### src/core/i2c_target_pkg.sv
/*
 Constants, state encoding and register map of the serial control target.
 Assumes a 40 MHz core clock and an open-drain two-wire link.
*/
//---------------------------------------------------------------------------
// Summary of operation
//---------------------------------------------------------------------------
package i2c_target_pkg;

   //------------------------------------------------------------------------
   // Link constants
   //------------------------------------------------------------------------
   localparam logic [6:0] DEV_ADDR      = 7'h4c;
   localparam logic [3:0] BYTE_BITS     = 4'h8;
   localparam logic       DIR_READ      = 1'b1;

   //------------------------------------------------------------------------
   // Register map
   //------------------------------------------------------------------------
   localparam logic [7:0] REG_SELF_TEST = 8'h0c;
   localparam logic [7:0] SELF_TEST_GO  = 8'h01;
   localparam logic [7:0] REG_RESET     = 8'h00;
   localparam int         REG_COUNT     = 16;

   // Self-test status byte layout
   localparam int         ST_DONE_BIT   = 7;
   localparam int         ST_RUN_BIT    = 6;
   localparam int         LED_COUNT     = 5;
   localparam int         STEP_EDGES    = 8;

   //------------------------------------------------------------------------
   // Timing
   //------------------------------------------------------------------------
   localparam int         CLK_PERIOD_NS = 25;
   localparam int         HOLD_MIN_NS   = 300;
   localparam int         HOLD_CYC      =
      (HOLD_MIN_NS + CLK_PERIOD_NS - 1) / CLK_PERIOD_NS;

   //------------------------------------------------------------------------
   // Serial state machine
   //------------------------------------------------------------------------
   typedef enum logic [3:0] {
      ST_IDLE      = 4'h0,
      ST_ADDR      = 4'h1,
      ST_ADDR_ACK  = 4'h3,
      ST_REG       = 4'h2,
      ST_REG_ACK   = 4'h6,
      ST_WDATA     = 4'h7,
      ST_WDATA_ACK = 4'h5,
      ST_RDATA     = 4'h4,
      ST_RDATA_ACK = 4'hc,
      ST_IGNORE    = 4'hd
   } link_state_type;

endpackage : i2c_target_pkg

### src/core/sync_two_ff.sv
/*
 Two-flop synchroniser for a group of independent level inputs.
 Assumes each bit is a slow level; no bus coherency across bits.
*/
`timescale 1ns/10ps
module sync_two_ff #(
   parameter int               WIDTH     = 1,
   parameter logic [WIDTH-1:0] RESET_VAL = '0
) (
   input  wire logic             i_clk,
   input  wire logic             i_rst,
   input  wire logic [WIDTH-1:0] i_async,
   output logic      [WIDTH-1:0] o_sync
);

   logic [WIDTH-1:0] meta_ff;
   logic [WIDTH-1:0] sync_ff;

   always_ff @(posedge i_clk) begin
      if (i_rst) begin
         meta_ff <= RESET_VAL;
         sync_ff <= RESET_VAL;
      end else begin
         meta_ff <= i_async;
         sync_ff <= meta_ff;
      end
   end

   assign o_sync = sync_ff;

endmodule : sync_two_ff

### src/core/led_self_test.sv
/*
 LED connectivity self-test sequencer: one sink enabled at a time,
 path result captured at the end of each slot.
 Assumes i_step is a one-cycle pulse per link clock rising edge and
 i_led_ok is already synchronised.
*/
`timescale 1ns/10ps
module led_self_test #(
   parameter int LEDS  = i2c_target_pkg::LED_COUNT,
   parameter int STEPS = i2c_target_pkg::STEP_EDGES
) (
   input  wire logic            i_clk,
   input  wire logic            i_rst,
   input  wire logic            i_start,
   input  wire logic            i_step,
   input  wire logic [LEDS-1:0] i_led_ok,
   output logic      [LEDS-1:0] o_sink_en,
   output logic      [7:0]      o_status
);

   localparam int IW = $clog2(LEDS + 1);
   localparam int CW = $clog2(STEPS + 1);

   logic            run_ff;
   logic            done_ff;
   logic [IW-1:0]   idx_ff;
   logic [CW-1:0]   cnt_ff;
   logic [LEDS-1:0] pass_ff;
   logic [LEDS-1:0] sink_ff;
   logic [7:0]      status_w;
   wire             slot_end = run_ff & i_step &
                               (cnt_ff == CW'(STEPS - 1));
   wire             last_led = (idx_ff == IW'(LEDS - 1));

   //------------------------------------------------------------------------
   // Slot sequencing
   //------------------------------------------------------------------------
   always_ff @(posedge i_clk) begin
      if (i_rst) begin
         run_ff  <= 1'b0;
         done_ff <= 1'b0;
         idx_ff  <= '0;
         cnt_ff  <= '0;
      end else if (i_start) begin
         run_ff  <= 1'b1;
         done_ff <= 1'b0;
         idx_ff  <= '0;
         cnt_ff  <= '0;
      end else if (slot_end) begin
         cnt_ff  <= '0;
         idx_ff  <= last_led ? '0 : idx_ff + IW'(1);
         run_ff  <= ~last_led;
         done_ff <= last_led;
      end else if (run_ff && i_step) begin
         cnt_ff  <= cnt_ff + CW'(1);
      end
   end

   //------------------------------------------------------------------------
   // Per-LED sink drive and result capture
   //------------------------------------------------------------------------
   for (genvar g = 0; g < LEDS; g++) begin : g_led
      wire sel = run_ff & (idx_ff == IW'(g));
      always_ff @(posedge i_clk) begin
         if (i_rst) begin
            pass_ff[g] <= 1'b0;
            sink_ff[g] <= 1'b0;
         end else begin
            sink_ff[g] <= sel & ~(slot_end & last_led) & ~i_start;
            if (i_start) begin
               pass_ff[g] <= 1'b0;
            end else if (slot_end && sel) begin
               pass_ff[g] <= i_led_ok[g];
            end
         end
      end
   end

   always_comb begin
      status_w                             = 8'h00;
      status_w[i2c_target_pkg::ST_DONE_BIT] = done_ff;
      status_w[i2c_target_pkg::ST_RUN_BIT]  = run_ff;
      status_w[LEDS-1:0]                   = pass_ff;
   end

   assign o_sink_en = sink_ff;
   assign o_status  = status_w;

endmodule : led_self_test

### src/core/i2c_register_port.sv
/*
 Serial control target with register file and self-test trigger.
 Assumes open-drain link wires resolved outside from o_sda_oe, pull-ups,
 and a master clock far below the core clock.
*/
`timescale 1ns/10ps
module i2c_register_port #(
   parameter int NREGS = i2c_target_pkg::REG_COUNT,
   parameter int LEDS  = i2c_target_pkg::LED_COUNT,
   parameter int STEPS = i2c_target_pkg::STEP_EDGES
) (
   input  wire logic            i_clk,
   input  wire logic            i_rst,
   input  wire logic            i_external_reset_pin_n,
   input  wire logic            i_scl,
   input  wire logic            i_sda,
   output logic                 o_sda,
   output logic                 o_sda_oe,
   input  wire logic [LEDS-1:0] i_led_path_ok,
   output logic      [LEDS-1:0] o_test_sink_en,
   output logic                 o_bus_busy
);

   localparam int IXW = $clog2(NREGS);
   localparam int HW  = $clog2(i2c_target_pkg::HOLD_CYC + 1);

   //------------------------------------------------------------------------
   // Input synchronisation and reset merge
   //------------------------------------------------------------------------
   logic            scl_q;
   logic            sda_q;
   logic            ext_rst_n_q;
   logic [LEDS-1:0] led_ok_q;
   logic            scl_d_ff;
   logic            sda_d_ff;

   sync_two_ff #(.WIDTH(3), .RESET_VAL(3'h7)) u_sync_pins (
      .i_clk   (i_clk),
      .i_rst   (i_rst),
      .i_async ({i_scl, i_sda, i_external_reset_pin_n}),
      .o_sync  ({scl_q, sda_q, ext_rst_n_q})
   );

   sync_two_ff #(.WIDTH(LEDS)) u_sync_led (
      .i_clk   (i_clk),
      .i_rst   (i_rst),
      .i_async (i_led_path_ok),
      .o_sync  (led_ok_q)
   );

   wire rst_all = i_rst | ~ext_rst_n_q;

   always_ff @(posedge i_clk) begin
      if (rst_all) begin
         scl_d_ff <= scl_q;
         sda_d_ff <= sda_q;
      end else begin
         scl_d_ff <= scl_q;
         sda_d_ff <= sda_q;
      end
   end

   //------------------------------------------------------------------------
   // Link event decode
   //------------------------------------------------------------------------
   wire start_w    = scl_q & scl_d_ff & sda_d_ff & ~sda_q;
   wire stop_w     = scl_q & scl_d_ff & ~sda_d_ff & sda_q;
   wire scl_rise_w = scl_q & ~scl_d_ff;
   wire scl_fall_w = ~scl_q & scl_d_ff;

   // Output hold after clock fall before data line may change
   logic [HW-1:0] hold_cnt_ff;
   wire           fall_dly_w = (hold_cnt_ff == HW'(1));

   always_ff @(posedge i_clk) begin
      if (rst_all) begin
         hold_cnt_ff <= '0;
      end else if (scl_fall_w) begin
         hold_cnt_ff <= HW'(i2c_target_pkg::HOLD_CYC);
      end else if (hold_cnt_ff != '0) begin
         hold_cnt_ff <= hold_cnt_ff - HW'(1);
      end
   end

   //------------------------------------------------------------------------
   // Bus occupancy
   //------------------------------------------------------------------------
   logic busy_ff;

   always_ff @(posedge i_clk) begin
      if (rst_all) begin
         busy_ff <= 1'b0;
      end else if (start_w) begin
         busy_ff <= 1'b1;
      end else if (stop_w) begin
         busy_ff <= 1'b0;
      end
   end

   //------------------------------------------------------------------------
   // Register file and read selection
   //------------------------------------------------------------------------
   logic [7:0] regs_ff [NREGS];
   logic [7:0] ptr_ff;
   logic [7:0] shreg_ff;
   logic [7:0] test_status;
   logic       wr_en;

   wire        ptr_in_map = (ptr_ff < 8'(NREGS));
   wire [IXW-1:0] ptr_ix  = ptr_ff[IXW-1:0];
   wire        ptr_test   = (ptr_ff == i2c_target_pkg::REG_SELF_TEST);
   wire [7:0]  rd_data    = ptr_test   ? test_status :
                            ptr_in_map ? regs_ff[ptr_ix] : 8'h00;
   wire        test_go    = wr_en & ptr_test &
                            (shreg_ff == i2c_target_pkg::SELF_TEST_GO);

   always_ff @(posedge i_clk) begin
      if (rst_all) begin
         for (int k = 0; k < NREGS; k++) begin
            regs_ff[k] <= i2c_target_pkg::REG_RESET;
         end
      end else if (wr_en && ptr_in_map) begin
         regs_ff[ptr_ix] <= shreg_ff;
      end
   end

   led_self_test #(.LEDS(LEDS), .STEPS(STEPS)) u_self_test (
      .i_clk     (i_clk),
      .i_rst     (rst_all),
      .i_start   (test_go),
      .i_step    (scl_rise_w),
      .i_led_ok  (led_ok_q),
      .o_sink_en (o_test_sink_en),
      .o_status  (test_status)
   );

   //------------------------------------------------------------------------
   // Serial state machine
   //------------------------------------------------------------------------
   i2c_target_pkg::link_state_type state_ff;
   i2c_target_pkg::link_state_type nxt_state;
   logic [3:0] bitcnt_ff;
   logic [3:0] nxt_bitcnt;
   logic [7:0] nxt_shreg;
   logic [7:0] tx_ff;
   logic [7:0] nxt_tx;
   logic [7:0] nxt_ptr;
   logic       mack_ff;
   logic       nxt_mack;
   logic       oe_ff;
   logic       nxt_oe;

   wire byte_done = fall_dly_w & (bitcnt_ff == i2c_target_pkg::BYTE_BITS);
   wire addr_hit  = (shreg_ff[7:1] == i2c_target_pkg::DEV_ADDR);
   wire dir_read  = (shreg_ff[0] == i2c_target_pkg::DIR_READ);

   always_comb begin
      nxt_state  = state_ff;
      nxt_bitcnt = bitcnt_ff;
      nxt_shreg  = shreg_ff;
      nxt_tx     = tx_ff;
      nxt_ptr    = ptr_ff;
      nxt_mack   = mack_ff;
      wr_en      = 1'b0;
      if (start_w) begin
         nxt_state  = i2c_target_pkg::ST_ADDR;
         nxt_bitcnt = 4'h0;
      end else if (stop_w) begin
         nxt_state  = i2c_target_pkg::ST_IDLE;
         nxt_bitcnt = 4'h0;
      end else begin
         case (state_ff)
            i2c_target_pkg::ST_ADDR,
            i2c_target_pkg::ST_REG,
            i2c_target_pkg::ST_WDATA: begin
               if (scl_rise_w) begin
                  nxt_shreg  = {shreg_ff[6:0], sda_q};
                  nxt_bitcnt = bitcnt_ff + 4'h1;
               end
               if (byte_done) begin
                  nxt_bitcnt = 4'h0;
                  case (state_ff)
                     i2c_target_pkg::ST_ADDR: begin
                        nxt_state = addr_hit ?
                           i2c_target_pkg::ST_ADDR_ACK :
                           i2c_target_pkg::ST_IGNORE;
                     end
                     i2c_target_pkg::ST_REG: begin
                        nxt_state = i2c_target_pkg::ST_REG_ACK;
                        nxt_ptr   = shreg_ff;
                     end
                     default: begin
                        nxt_state = i2c_target_pkg::ST_WDATA_ACK;
                        wr_en     = 1'b1;
                     end
                  endcase
               end
            end
            i2c_target_pkg::ST_ADDR_ACK: begin
               if (fall_dly_w) begin
                  if (dir_read) begin
                     nxt_state = i2c_target_pkg::ST_RDATA;
                     nxt_tx    = rd_data;
                  end else begin
                     nxt_state = i2c_target_pkg::ST_REG;
                  end
               end
            end
            i2c_target_pkg::ST_REG_ACK,
            i2c_target_pkg::ST_WDATA_ACK: begin
               if (fall_dly_w) begin
                  nxt_state = i2c_target_pkg::ST_WDATA;
               end
            end
            i2c_target_pkg::ST_RDATA: begin
               if (scl_rise_w) begin
                  nxt_bitcnt = bitcnt_ff + 4'h1;
               end
               if (byte_done) begin
                  nxt_bitcnt = 4'h0;
                  nxt_state  = i2c_target_pkg::ST_RDATA_ACK;
               end else if (fall_dly_w && bitcnt_ff != 4'h0) begin
                  nxt_tx = {tx_ff[6:0], 1'b0};
               end
            end
            i2c_target_pkg::ST_RDATA_ACK: begin
               if (scl_rise_w) begin
                  nxt_mack = ~sda_q;
               end
               if (fall_dly_w) begin
                  if (mack_ff) begin
                     nxt_state = i2c_target_pkg::ST_RDATA;
                     nxt_tx    = rd_data;
                  end else begin
                     nxt_state = i2c_target_pkg::ST_IGNORE;
                  end
               end
            end
            i2c_target_pkg::ST_IDLE,
            i2c_target_pkg::ST_IGNORE: begin
               nxt_bitcnt = 4'h0;
            end
            default: begin
               nxt_state  = i2c_target_pkg::ST_IDLE;
               nxt_bitcnt = 4'h0;
            end
         endcase
      end
   end

   // Data line only ever pulled low; never on a high clock edge of its own
   always_comb begin
      case (nxt_state)
         i2c_target_pkg::ST_ADDR_ACK,
         i2c_target_pkg::ST_REG_ACK,
         i2c_target_pkg::ST_WDATA_ACK: nxt_oe = 1'b1;
         i2c_target_pkg::ST_RDATA:     nxt_oe = ~nxt_tx[7];
         default:                      nxt_oe = 1'b0;
      endcase
   end

   always_ff @(posedge i_clk) begin
      if (rst_all) begin
         state_ff  <= i2c_target_pkg::ST_IDLE;
         bitcnt_ff <= 4'h0;
         shreg_ff  <= 8'h00;
         tx_ff     <= 8'h00;
         ptr_ff    <= 8'h00;
         mack_ff   <= 1'b0;
         oe_ff     <= 1'b0;
      end else begin
         state_ff  <= nxt_state;
         bitcnt_ff <= nxt_bitcnt;
         shreg_ff  <= nxt_shreg;
         tx_ff     <= nxt_tx;
         ptr_ff    <= nxt_ptr;
         mack_ff   <= nxt_mack;
         oe_ff     <= nxt_oe;
      end
   end

   assign o_sda      = 1'b0;
   assign o_sda_oe   = oe_ff;
   assign o_bus_busy = busy_ff;

endmodule : i2c_register_port

### config.mk
export PLATFORM = sky130hd
export DESIGN_NAME = i2c_register_port
export DESIGN_NICKNAME = d
export VERILOG_FILES = /design/src/core/i2c_target_pkg.sv /design/src/core/sync_two_ff.sv /design/src/core/led_self_test.sv /design/src/core/i2c_register_port.sv
export SDC_FILE = /design/constraint.sdc
export NUM_CORES = 1
export LEC_CHECK = 0
export ABC_AREA = 1
export BUFFER_PORTS_ARGS = -buffer_cell sky130_fd_sc_hd__buf_2
export CAP_MARGIN = 20
export CORE_UTILIZATION = 60
export DETAILED_ROUTE_END_ITERATION = 12
export PLACE_DENSITY_LB_ADDON = 0.15
export RECOVER_POWER = 50
export SLEW_MARGIN = 10
export SYNTH_ARGS = -nofsm -noshare
export SYNTH_HDL_FRONTEND = slang
export SYNTH_SLANG_ARGS = --single-unit
### constraint.sdc
create_clock -name i_clk -period 3.1 [get_ports i_clk]
set_input_delay 0.31 -clock i_clk [delete_from_list [all_inputs] [get_ports i_clk]]
set_output_delay 0.31 -clock i_clk [all_outputs]
set_load 0.01 [all_outputs]
==> tab_implementation.tex, run 1 <==
\begin{tabular}{lr}
\hline
Metric & Value \\
\hline
\multicolumn{2}{l}{\textbf{Pwr}} \\
Final Power & 5.96 mW \\
Register share of total power & 0.521 \\
Internal power contribution & 4.64 mW \\
Switching power total & 1.31 mW \\
Maximum VDD drop & 450 µV \\
Power density relative to cell area & 579 mW/mm² \\
Fraction of power consumed by combinational cells & 0.057 \\
Switching part of the total power & 0.220 \\
Static leakage power & 4.05 nW \\
Power share of the clock group & 0.423 \\
\multicolumn{2}{l}{\textbf{GRT}} \\
Via count of the first global-routing pass & 6618 \\
Maximum number of pins on one net before global-route repair & 65 \\
Initial antenna violation count & 0 \\
Total grt overflow & 0 \\
Global-route wire length before repair & 34200 µm \\
GRT Total Usage & 0.279 \\
\multicolumn{2}{l}{\textbf{Detailed routing}} \\
DRT Wirelength & 21800 µm \\
Mean routed wirelength per cell & 17.1 µm \\
Via density & 5.62 \\
Number of optimization iterations in the first detailed-route pass & 5 \\
Number of nets with antenna violations after routing & 0 \\
Number of vias in the routed layout & 7165 \\
Number of design-rule violations left by the first detailed-router iteration & 602 \\
Number of remaining DRC errors & 0 \\
\multicolumn{2}{l}{\textbf{Critical path}} \\
Critical path capture point type & register \\
Critical setup path kind & reg2reg \\
Depth of the worst register-to-register path & 13 \\
Count of buffer and inverter cells on the critical path & 3 \\
Critical path, cell by cell & inv\_1, ha\_1, inv\_1, nor2\_1, nand2\_1, nor2\_4, nand2\_2, clkinv\_1, nand4\_2, or2\_0, nor2\_8, nand2\_4, nand2\_1 \\
Highest-delay cell along the critical path & sky130\_fd\_sc\_hd\_\_or2\_0 \\
Family with the most delay on the worst path & simple AND/OR/NAND/NOR gates \\
Crit-path max FO & 9 \\
Largest stage delay, worst path & 0.41 ns \\
Arrival time at the worst endpoint & 2.91 ns \\
Endpoint of the worst-slack reg-to-reg timing path & regs\_ff[10][2]\$\_SDFFCE\_PN0P\_ \\
Worst Path Required & 3.25 ns \\
R2r setup slk & 0.34 ns \\
Worst Setup Start Kind & register \\
Source of the worst register-to-register timing path & bitcnt\_ff[0]\$\_SDFFE\_PP0P\_ \\
\multicolumn{2}{l}{\textbf{Die}} \\
I/O pin total & 18 \\
Area enclosed by the die boundary & 0.0161 mm² \\
Std-Cell Rows & 45 \\
Horizontal die dimension & 127 µm \\
Chip height & 127 µm \\
Core box area & 0.0152 mm² \\
Starting Density & 0.614 \\
\multicolumn{2}{l}{\textbf{Placed design}} \\
Worst Setup Slack post-DPL & 0.437 ns \\
Buffers on Ports & 16 \\
HPWL Detailed & 14300 µm \\
Placer congestion estimate & 0.978 \\
\multicolumn{2}{l}{\textbf{Logic synthesis}} \\
Async set or reset register ratio after synthesis & 0 \\
Post-Syn Instances & 1056 \\
Summed instance area of the synthesized netlist & 0.00934 mm² \\
Most frequent cell after synthesis & sky130\_fd\_sc\_hd\_\_nand2\_1 \\
Post-Syn Nets & 1077 \\
Number of warnings reported in the yosys synthesis log & 0 \\
Yosys reg bits & 208 \\
Yosys top cell area share & 0.412 \\
Count of flip-flops with a built-in enable after synthesis & 128 \\
Sequential element share of the synthesized area & 0.583 \\
Most frequent cells after synthesis & sky130\_fd\_sc\_hd\_\_nand2\_1, sky130\_fd\_sc\_hd\_\_nor2\_1, sky130\_fd\_sc\_hd\_\_edfxtp\_1, sky130\_fd\_sc\_hd\_\_nand3\_1, sky130\_fd\_sc\_hd\_\_dfxtp\_1 \\
Top FF cell, synth & sky130\_fd\_sc\_hd\_\_edfxtp\_1 \\
Synthesized area per cell & 8.84 µm² \\
Synth area leaders & sky130\_fd\_sc\_hd\_\_edfxtp\_1, sky130\_fd\_sc\_hd\_\_dfxtp\_1, sky130\_fd\_sc\_hd\_\_nand2\_1 \\
Number of unique standard cell types used by synthesis & 34 \\
Most area-hungry cell type in the Yosys netlist & sky130\_fd\_sc\_hd\_\_edfxtp\_1 \\
\multicolumn{2}{l}{\textbf{Run status}} \\
Run status & finished, final reports clean \\
\multicolumn{2}{l}{\textbf{Timing}} \\
Transition time of the tightest slew-check pin & 1.07 ns \\
Post-route clock period utilization & 0.889 \\
Final setup margin & 0.345 ns \\
Fin Clk Skew & 0.0101 ns \\
Period minus WS final & 2.76 ns \\
Summed negative setup slack over all endpoints & 0 ns \\
Number of endpoints with negative hold slack in the final report & 0 \\
Headroom to the max-slew limit & 0.287 \\
Number of pins exceeding their max-slew limit in the final report & 0 \\
Total setup violations reported at the end of the flow & 0 \\
Fin Hold WS & 0.00897 ns \\
Unrepaired setup endpoints after global routing & false \\
Highest Clock Rate & 0.363 GHz \\
\multicolumn{2}{l}{\textbf{Final layout}} \\
Fraction of layout cells with a size suffix above 1 & 0.0856 \\
Final nets & 1092 \\
Final core occ & 0.677 \\
Antenna Cells & 0 \\
Area Overhead vs Synth & 10.2\% \\
\multicolumn{2}{l}{\textbf{CTS}} \\
Number of sinks handled by clock tree synthesis & 208 \\
CTS tree & done \\
Clock latency on the worst-skew pair & 0.50 ns \\
Count of hold buffers inserted by post-cts repair & 4 \\
Number of H-tree levels & 1 \\
Clock slew at reported path FFs & 0.06 ns \\
Post-CTS resize count & 0 \\
Total CTS buffers & 22 \\
Buffers inserted by post-CTS timing repair & 0 \\
Clock buffer depth & 3 \\
Clk root buf & sky130\_fd\_sc\_hd\_\_clkbuf\_16 \\
\multicolumn{2}{l}{\textbf{Worst hold path}} \\
Worst hold path startpoint & i\_led\_path\_ok[1] \\
Hold EP & u\_sync\_led.meta\_ff[1]\$\_SDFF\_PP0\_ \\
Hold Path Stages & 3 \\
Hold WC Path Type & in2reg \\
\multicolumn{2}{l}{\textbf{Job}} \\
Max cap viols & 0 \\
\hline
\end{tabular}
-- how the worst max path moves through the flow --
stage / startpoint / endpoint / slack, ns / cells past startpoint
2_1_floorplan: bitcnt_ff[0]$_SDFFE_PP0P_ / regs_ff[11][0]$_SDFFCE_PN0P_ / 0.81 / 13
3_3_place_gp: bitcnt_ff[0]$_SDFFE_PP0P_ / regs_ff[6][5]$_SDFFCE_PN0P_ / 0.52 / 12
3_5_place_dp: bitcnt_ff[0]$_SDFFE_PP0P_ / regs_ff[5][3]$_SDFFCE_PN0P_ / 0.44 / 12
4_1_cts: bitcnt_ff[0]$_SDFFE_PP0P_ / regs_ff[7][1]$_SDFFCE_PN0P_ / 0.43 / 12
5_1_grt: bitcnt_ff[0]$_SDFFE_PP0P_ / regs_ff[14][6]$_SDFFCE_PN0P_ / 0.07 / 12
6_report: bitcnt_ff[0]$_SDFFE_PP0P_ / regs_ff[10][2]$_SDFFCE_PN0P_ / 0.34 / 13
-- per-layer routing --
layer	up-vias	wire length, µm	GRT usage	share of wire
met5	-	0	0	0
met4	0	638	0.0973	0.029
met3	50	1960	0.0553	0.090
met2	294	9870	0.442	0.45
met1	3275	9360	0.387	0.43
li1	3546	-	-	-
-- final cells by class --
type,instances,area [µm²]
fill,1238,4910
timing repair buffer,34,209
multi-input combinational,732,3430
inverter,73,274
clock inverter,5,25.0
sequential,208,5450
tap,188,235
clock buffer,35,672
-- cell families (layout without fill, tap and decap cells) --
group,count (synthesis),after routing,share of synthesized area
fa+ha+maj,11,11,0.0147
simple gates,604,604,0.286
flops,208,208,0.583
xor+xnor,5,5,0.00469
buf+inv,116,147,0.0474
other cells,1,1,0.000401
compound gates,111,111,0.0642
-- state kept, by name, summed over array words and instances (netlist names), 4 cells and up, named ones only --
| signal | flops |
|---|---|
| hold_cnt_ff | 4 |
| u_sync_led.meta_ff | 5 |
| bitcnt_ff | 4 |
| tx_ff | 8 |
| regs_ff | 128 |
| u_self_test.cnt_ff | 4 |
| state_ff | 4 |
| u_self_test.o_sink_en | 5 |
| ptr_ff | 8 |
| u_self_test.o_status | 5 |
| shreg_ff | 8 |
| u_sync_led.o_sync | 5 |
-- cell usage in the layout (no fill, tap or decap), drive strengths merged --
cell type	count
a211oi	2
a21oi	52
a31o	1
buf	20
clkbuf	45
clkinv	14
conb	1
dfxtp	80
dlygate4sd3	4
edfxtp	128
ha	11
inv	64
nand2	239
nand3	124
nand3b	3
nand4	11
nor2	209
nor3	6
nor4	1
o211ai	12
o21ai	42
o21bai	1
o31ai	1
or2	11
xor2	5
-- power by group through the flow --
| stage | Combinational [mW] | Clock, mW | Sequential (mW) |
|---|---|---|---|
| floorplan | 0.257 | 0 | 3.15 |
| global placement | 0.331 | 0 | 3.16 |
| detailed placement | 0.334 | 0 | 3.16 |
| CTS | 0.339 | 2.54 | 3.10 |
| global route | 0.377 | 2.67 | 3.11 |
| finish | 0.338 | 2.52 | 3.10 |
-- per-stage QoR --
step,instances,area (µm²)
after global placement,1231,9590
after global routing,1275,10300
after CTS,1275,10300
final,1275,10300
after floorplan,1056,9340
after detailed placement,1231,9590
-- worst min-delay path, delay by kind of cell --
family | cells | cell delay [ns]
buffers and inverters | 2 | 0.11
and+or+nand+nor | 1 | 0.06
Power figures use the tool's default switching activity.
==> run 2, diff against run 1 <==
Settings changed: RECOVER_POWER 50 to 100.
==> run 2 against run 1 <==
Compared with the run above: via count hardly changed; critical path depth stayed put; utilization hardly changed; register-to-register slack hardly changed; wire length is 0.16% lower; combinational power hardly changed; final cell count stayed put; total power hardly changed; die area stayed put; design area hardly changed; global-route usage stayed put; clock skew is 0.0012 ns higher; critical endpoint unchanged; largest cell class unchanged.
==> tab_implementation.tex, run 2 (synthesis results as in run 1) <==
\begin{tabular}{lr}
\hline
Metric & Value \\
\hline
\multicolumn{2}{l}{\textbf{Pwr}} \\
Power share of the clock group & 0.423 \\
Internal power contribution & 4.65 mW \\
Switching part of the total power & 0.221 \\
Fraction of power consumed by combinational cells & 0.057 \\
Static leakage power & 4.05 nW \\
Switching power total & 1.32 mW \\
Register share of total power & 0.520 \\
Power density relative to cell area & 580 mW/mm² \\
Maximum VDD drop & 453 µV \\
\multicolumn{2}{l}{\textbf{Die}} \\
Chip height & 127 µm \\
Horizontal die dimension & 127 µm \\
I/O pin total & 18 \\
Area enclosed by the die boundary & 0.0161 mm² \\
Std-Cell Rows & 45 \\
Starting Density & 0.614 \\
Core box area & 0.0152 mm² \\
\multicolumn{2}{l}{\textbf{CTS}} \\
Clock buffer depth & 3 \\
Clock slew at reported path FFs & 0.06 ns \\
Clk root buf & sky130\_fd\_sc\_hd\_\_clkbuf\_16 \\
CTS tree & done \\
Number of H-tree levels & 1 \\
Total CTS buffers & 22 \\
Number of sinks handled by clock tree synthesis & 208 \\
Count of hold buffers inserted by post-cts repair & 4 \\
Buffers inserted by post-CTS timing repair & 0 \\
Clock latency on the worst-skew pair & 0.50 ns \\
Post-CTS resize count & 0 \\
\multicolumn{2}{l}{\textbf{GRT}} \\
Total grt overflow & 0 \\
Maximum number of pins on one net before global-route repair & 65 \\
Initial antenna violation count & 0 \\
GRT Total Usage & 0.279 \\
Global-route wire length before repair & 34200 µm \\
Via count of the first global-routing pass & 6618 \\
\multicolumn{2}{l}{\textbf{Detailed routing}} \\
Number of nets with antenna violations after routing & 0 \\
Number of design-rule violations left by the first detailed-router iteration & 603 \\
Mean routed wirelength per cell & 17.1 µm \\
Number of remaining DRC errors & 0 \\
Number of optimization iterations in the first detailed-route pass & 5 \\
DRT Wirelength & 21800 µm \\
Via density & 5.62 \\
Number of vias in the routed layout & 7160 \\
\multicolumn{2}{l}{\textbf{Worst hold path}} \\
Hold WC Path Type & in2reg \\
Worst hold path startpoint & i\_led\_path\_ok[1] \\
\multicolumn{2}{l}{\textbf{Critical path}} \\
Crit-path max FO & 9 \\
Critical setup path kind & reg2reg \\
Worst Path Required & 3.25 ns \\
Critical path capture point type & register \\
Worst Setup Start Kind & register \\
Arrival time at the worst endpoint & 2.91 ns \\
Source of the worst register-to-register timing path & bitcnt\_ff[0]\$\_SDFFE\_PP0P\_ \\
Worst setup path start & bitcnt\_ff[0]\$\_SDFFE\_PP0P\_ \\
\multicolumn{2}{l}{\textbf{Timing}} \\
Fin Clk Skew & 0.0113 ns \\
Number of pins exceeding their max-slew limit in the final report & 0 \\
Unrepaired setup endpoints after global routing & false \\
Post-route clock period utilization & 0.890 \\
Transition time of the tightest slew-check pin & 1.07 ns \\
Total setup violations reported at the end of the flow & 0 \\
Summed negative setup slack over all endpoints & 0 ns \\
Headroom to the max-slew limit & 0.283 \\
Number of endpoints with negative hold slack in the final report & 0 \\
Period minus WS final & 2.76 ns \\
Highest Clock Rate & 0.363 GHz \\
\multicolumn{2}{l}{\textbf{Run status}} \\
Run status & finished, final reports clean \\
\multicolumn{2}{l}{\textbf{Final layout}} \\
Area Overhead vs Synth & 10.1\% \\
Most common library cell in the layout ignoring fill and taps & sky130\_fd\_sc\_hd\_\_nand2\_1 \\
Finished Layout Cells & 1275 \\
Footprint of the flip-flops and latches & 0.00545 mm² \\
Fraction of layout cells with a size suffix above 1 & 0.0837 \\
Max reg flops & 128 \\
Most frequent cells in the layout & sky130\_fd\_sc\_hd\_\_nand2\_1, sky130\_fd\_sc\_hd\_\_nor2\_1, sky130\_fd\_sc\_hd\_\_edfxtp\_1 \\
Antenna Cells & 0 \\
Area used by multi-input combinational logic & 0.00342 mm² \\
Filler cells & 1239 \\
Largest Register & regs\_ff \\
Final nets & 1092 \\
\multicolumn{2}{l}{\textbf{Placed design}} \\
HPWL Detailed & 14300 µm \\
Placed cells & 1231 \\
Placer congestion estimate & 0.978 \\
Buffers on Ports & 16 \\
\multicolumn{2}{l}{\textbf{Job}} \\
Max cap viols & 0 \\
\hline
\end{tabular}
[run 2: cell counts in the layout (fill, tap and decap cells not counted)]
Identical to the previous run, type by type.
[run 2: per-stage QoR]
step / worst slack, ns / utilization / cell area [µm²] / hold WS [ns] / power (mW)
after floorplan: 0.811 / - / 9340 / 0.351 / 3.40
after global placement: 0.523 / 0.631 / 9590 / 0.358 / 3.49
after detailed placement: 0.437 / 0.631 / 9590 / 0.368 / 3.49
after CTS: 0.432 / 0.680 / 10300 / 0.000939 / 5.98
after global routing: 0.0494 / 0.677 / 10300 / 0.0148 / 6.16
final: 0.342 / 0.677 / 10300 / 0.00861 / 5.96
[run 2: layout make-up]
type	count	area share
clock buffers	35	0.0653
clock inverters	5	0.00243
inverters	73	0.0266
multi-input cells	732	0.333
flip-flops and latches	208	0.529
well taps	188	0.0229
repair buffers	34	0.0203
[run 2: path summary, 6_finish.rpt]
kind,to,slack (ns),cells after the start
max reg2reg,regs_ff[10][2]$_SDFFCE_PN0P_,0.34,13
max,regs_ff[10][2]$_SDFFCE_PN0P_,0.34,13
min,u_sync_led.meta_ff[1]$_SDFF_PP0_,0.009,3
min reg2reg,scl_d_ff$_DFF_P_,0.38,0
[run 2: routing by layer]
metal	wire length (µm)	global-route usage	vias to the layer above
met2	9790	0.442	302
met4	651	0.0973	0
met1	9220	0.387	3260
met5	0	0	-
met3	2130	0.0553	55
li1	-	-	3543
[run 2: worst max-delay path: stages, from the launching register on]
cell and delay, ns:
sky130_fd_sc_hd__dfxtp_1 0.33, sky130_fd_sc_hd__inv_1 0.08, sky130_fd_sc_hd__ha_1 0.14, sky130_fd_sc_hd__inv_1 0.04, sky130_fd_sc_hd__nor2_1 0.17, sky130_fd_sc_hd__nand2_1 0.12, sky130_fd_sc_hd__nor2_4 0.17, sky130_fd_sc_hd__nand2_2 0.06
sky130_fd_sc_hd__clkinv_1 0.06, sky130_fd_sc_hd__nand4_2 0.14, sky130_fd_sc_hd__or2_0 0.41, sky130_fd_sc_hd__nor2_8 0.24, sky130_fd_sc_hd__nand2_4 0.11, sky130_fd_sc_hd__nand2_1 0.33
[run 2: power by group through the flow]
stage	clock network [mW]	logic [mW]	registers, mW
floorplan	0	0.257	3.15
global placement	0	0.331	3.16
detailed placement	0	0.334	3.16
CTS	2.54	0.339	3.10
global route	2.67	0.377	3.11
finish	2.52	0.338	3.10
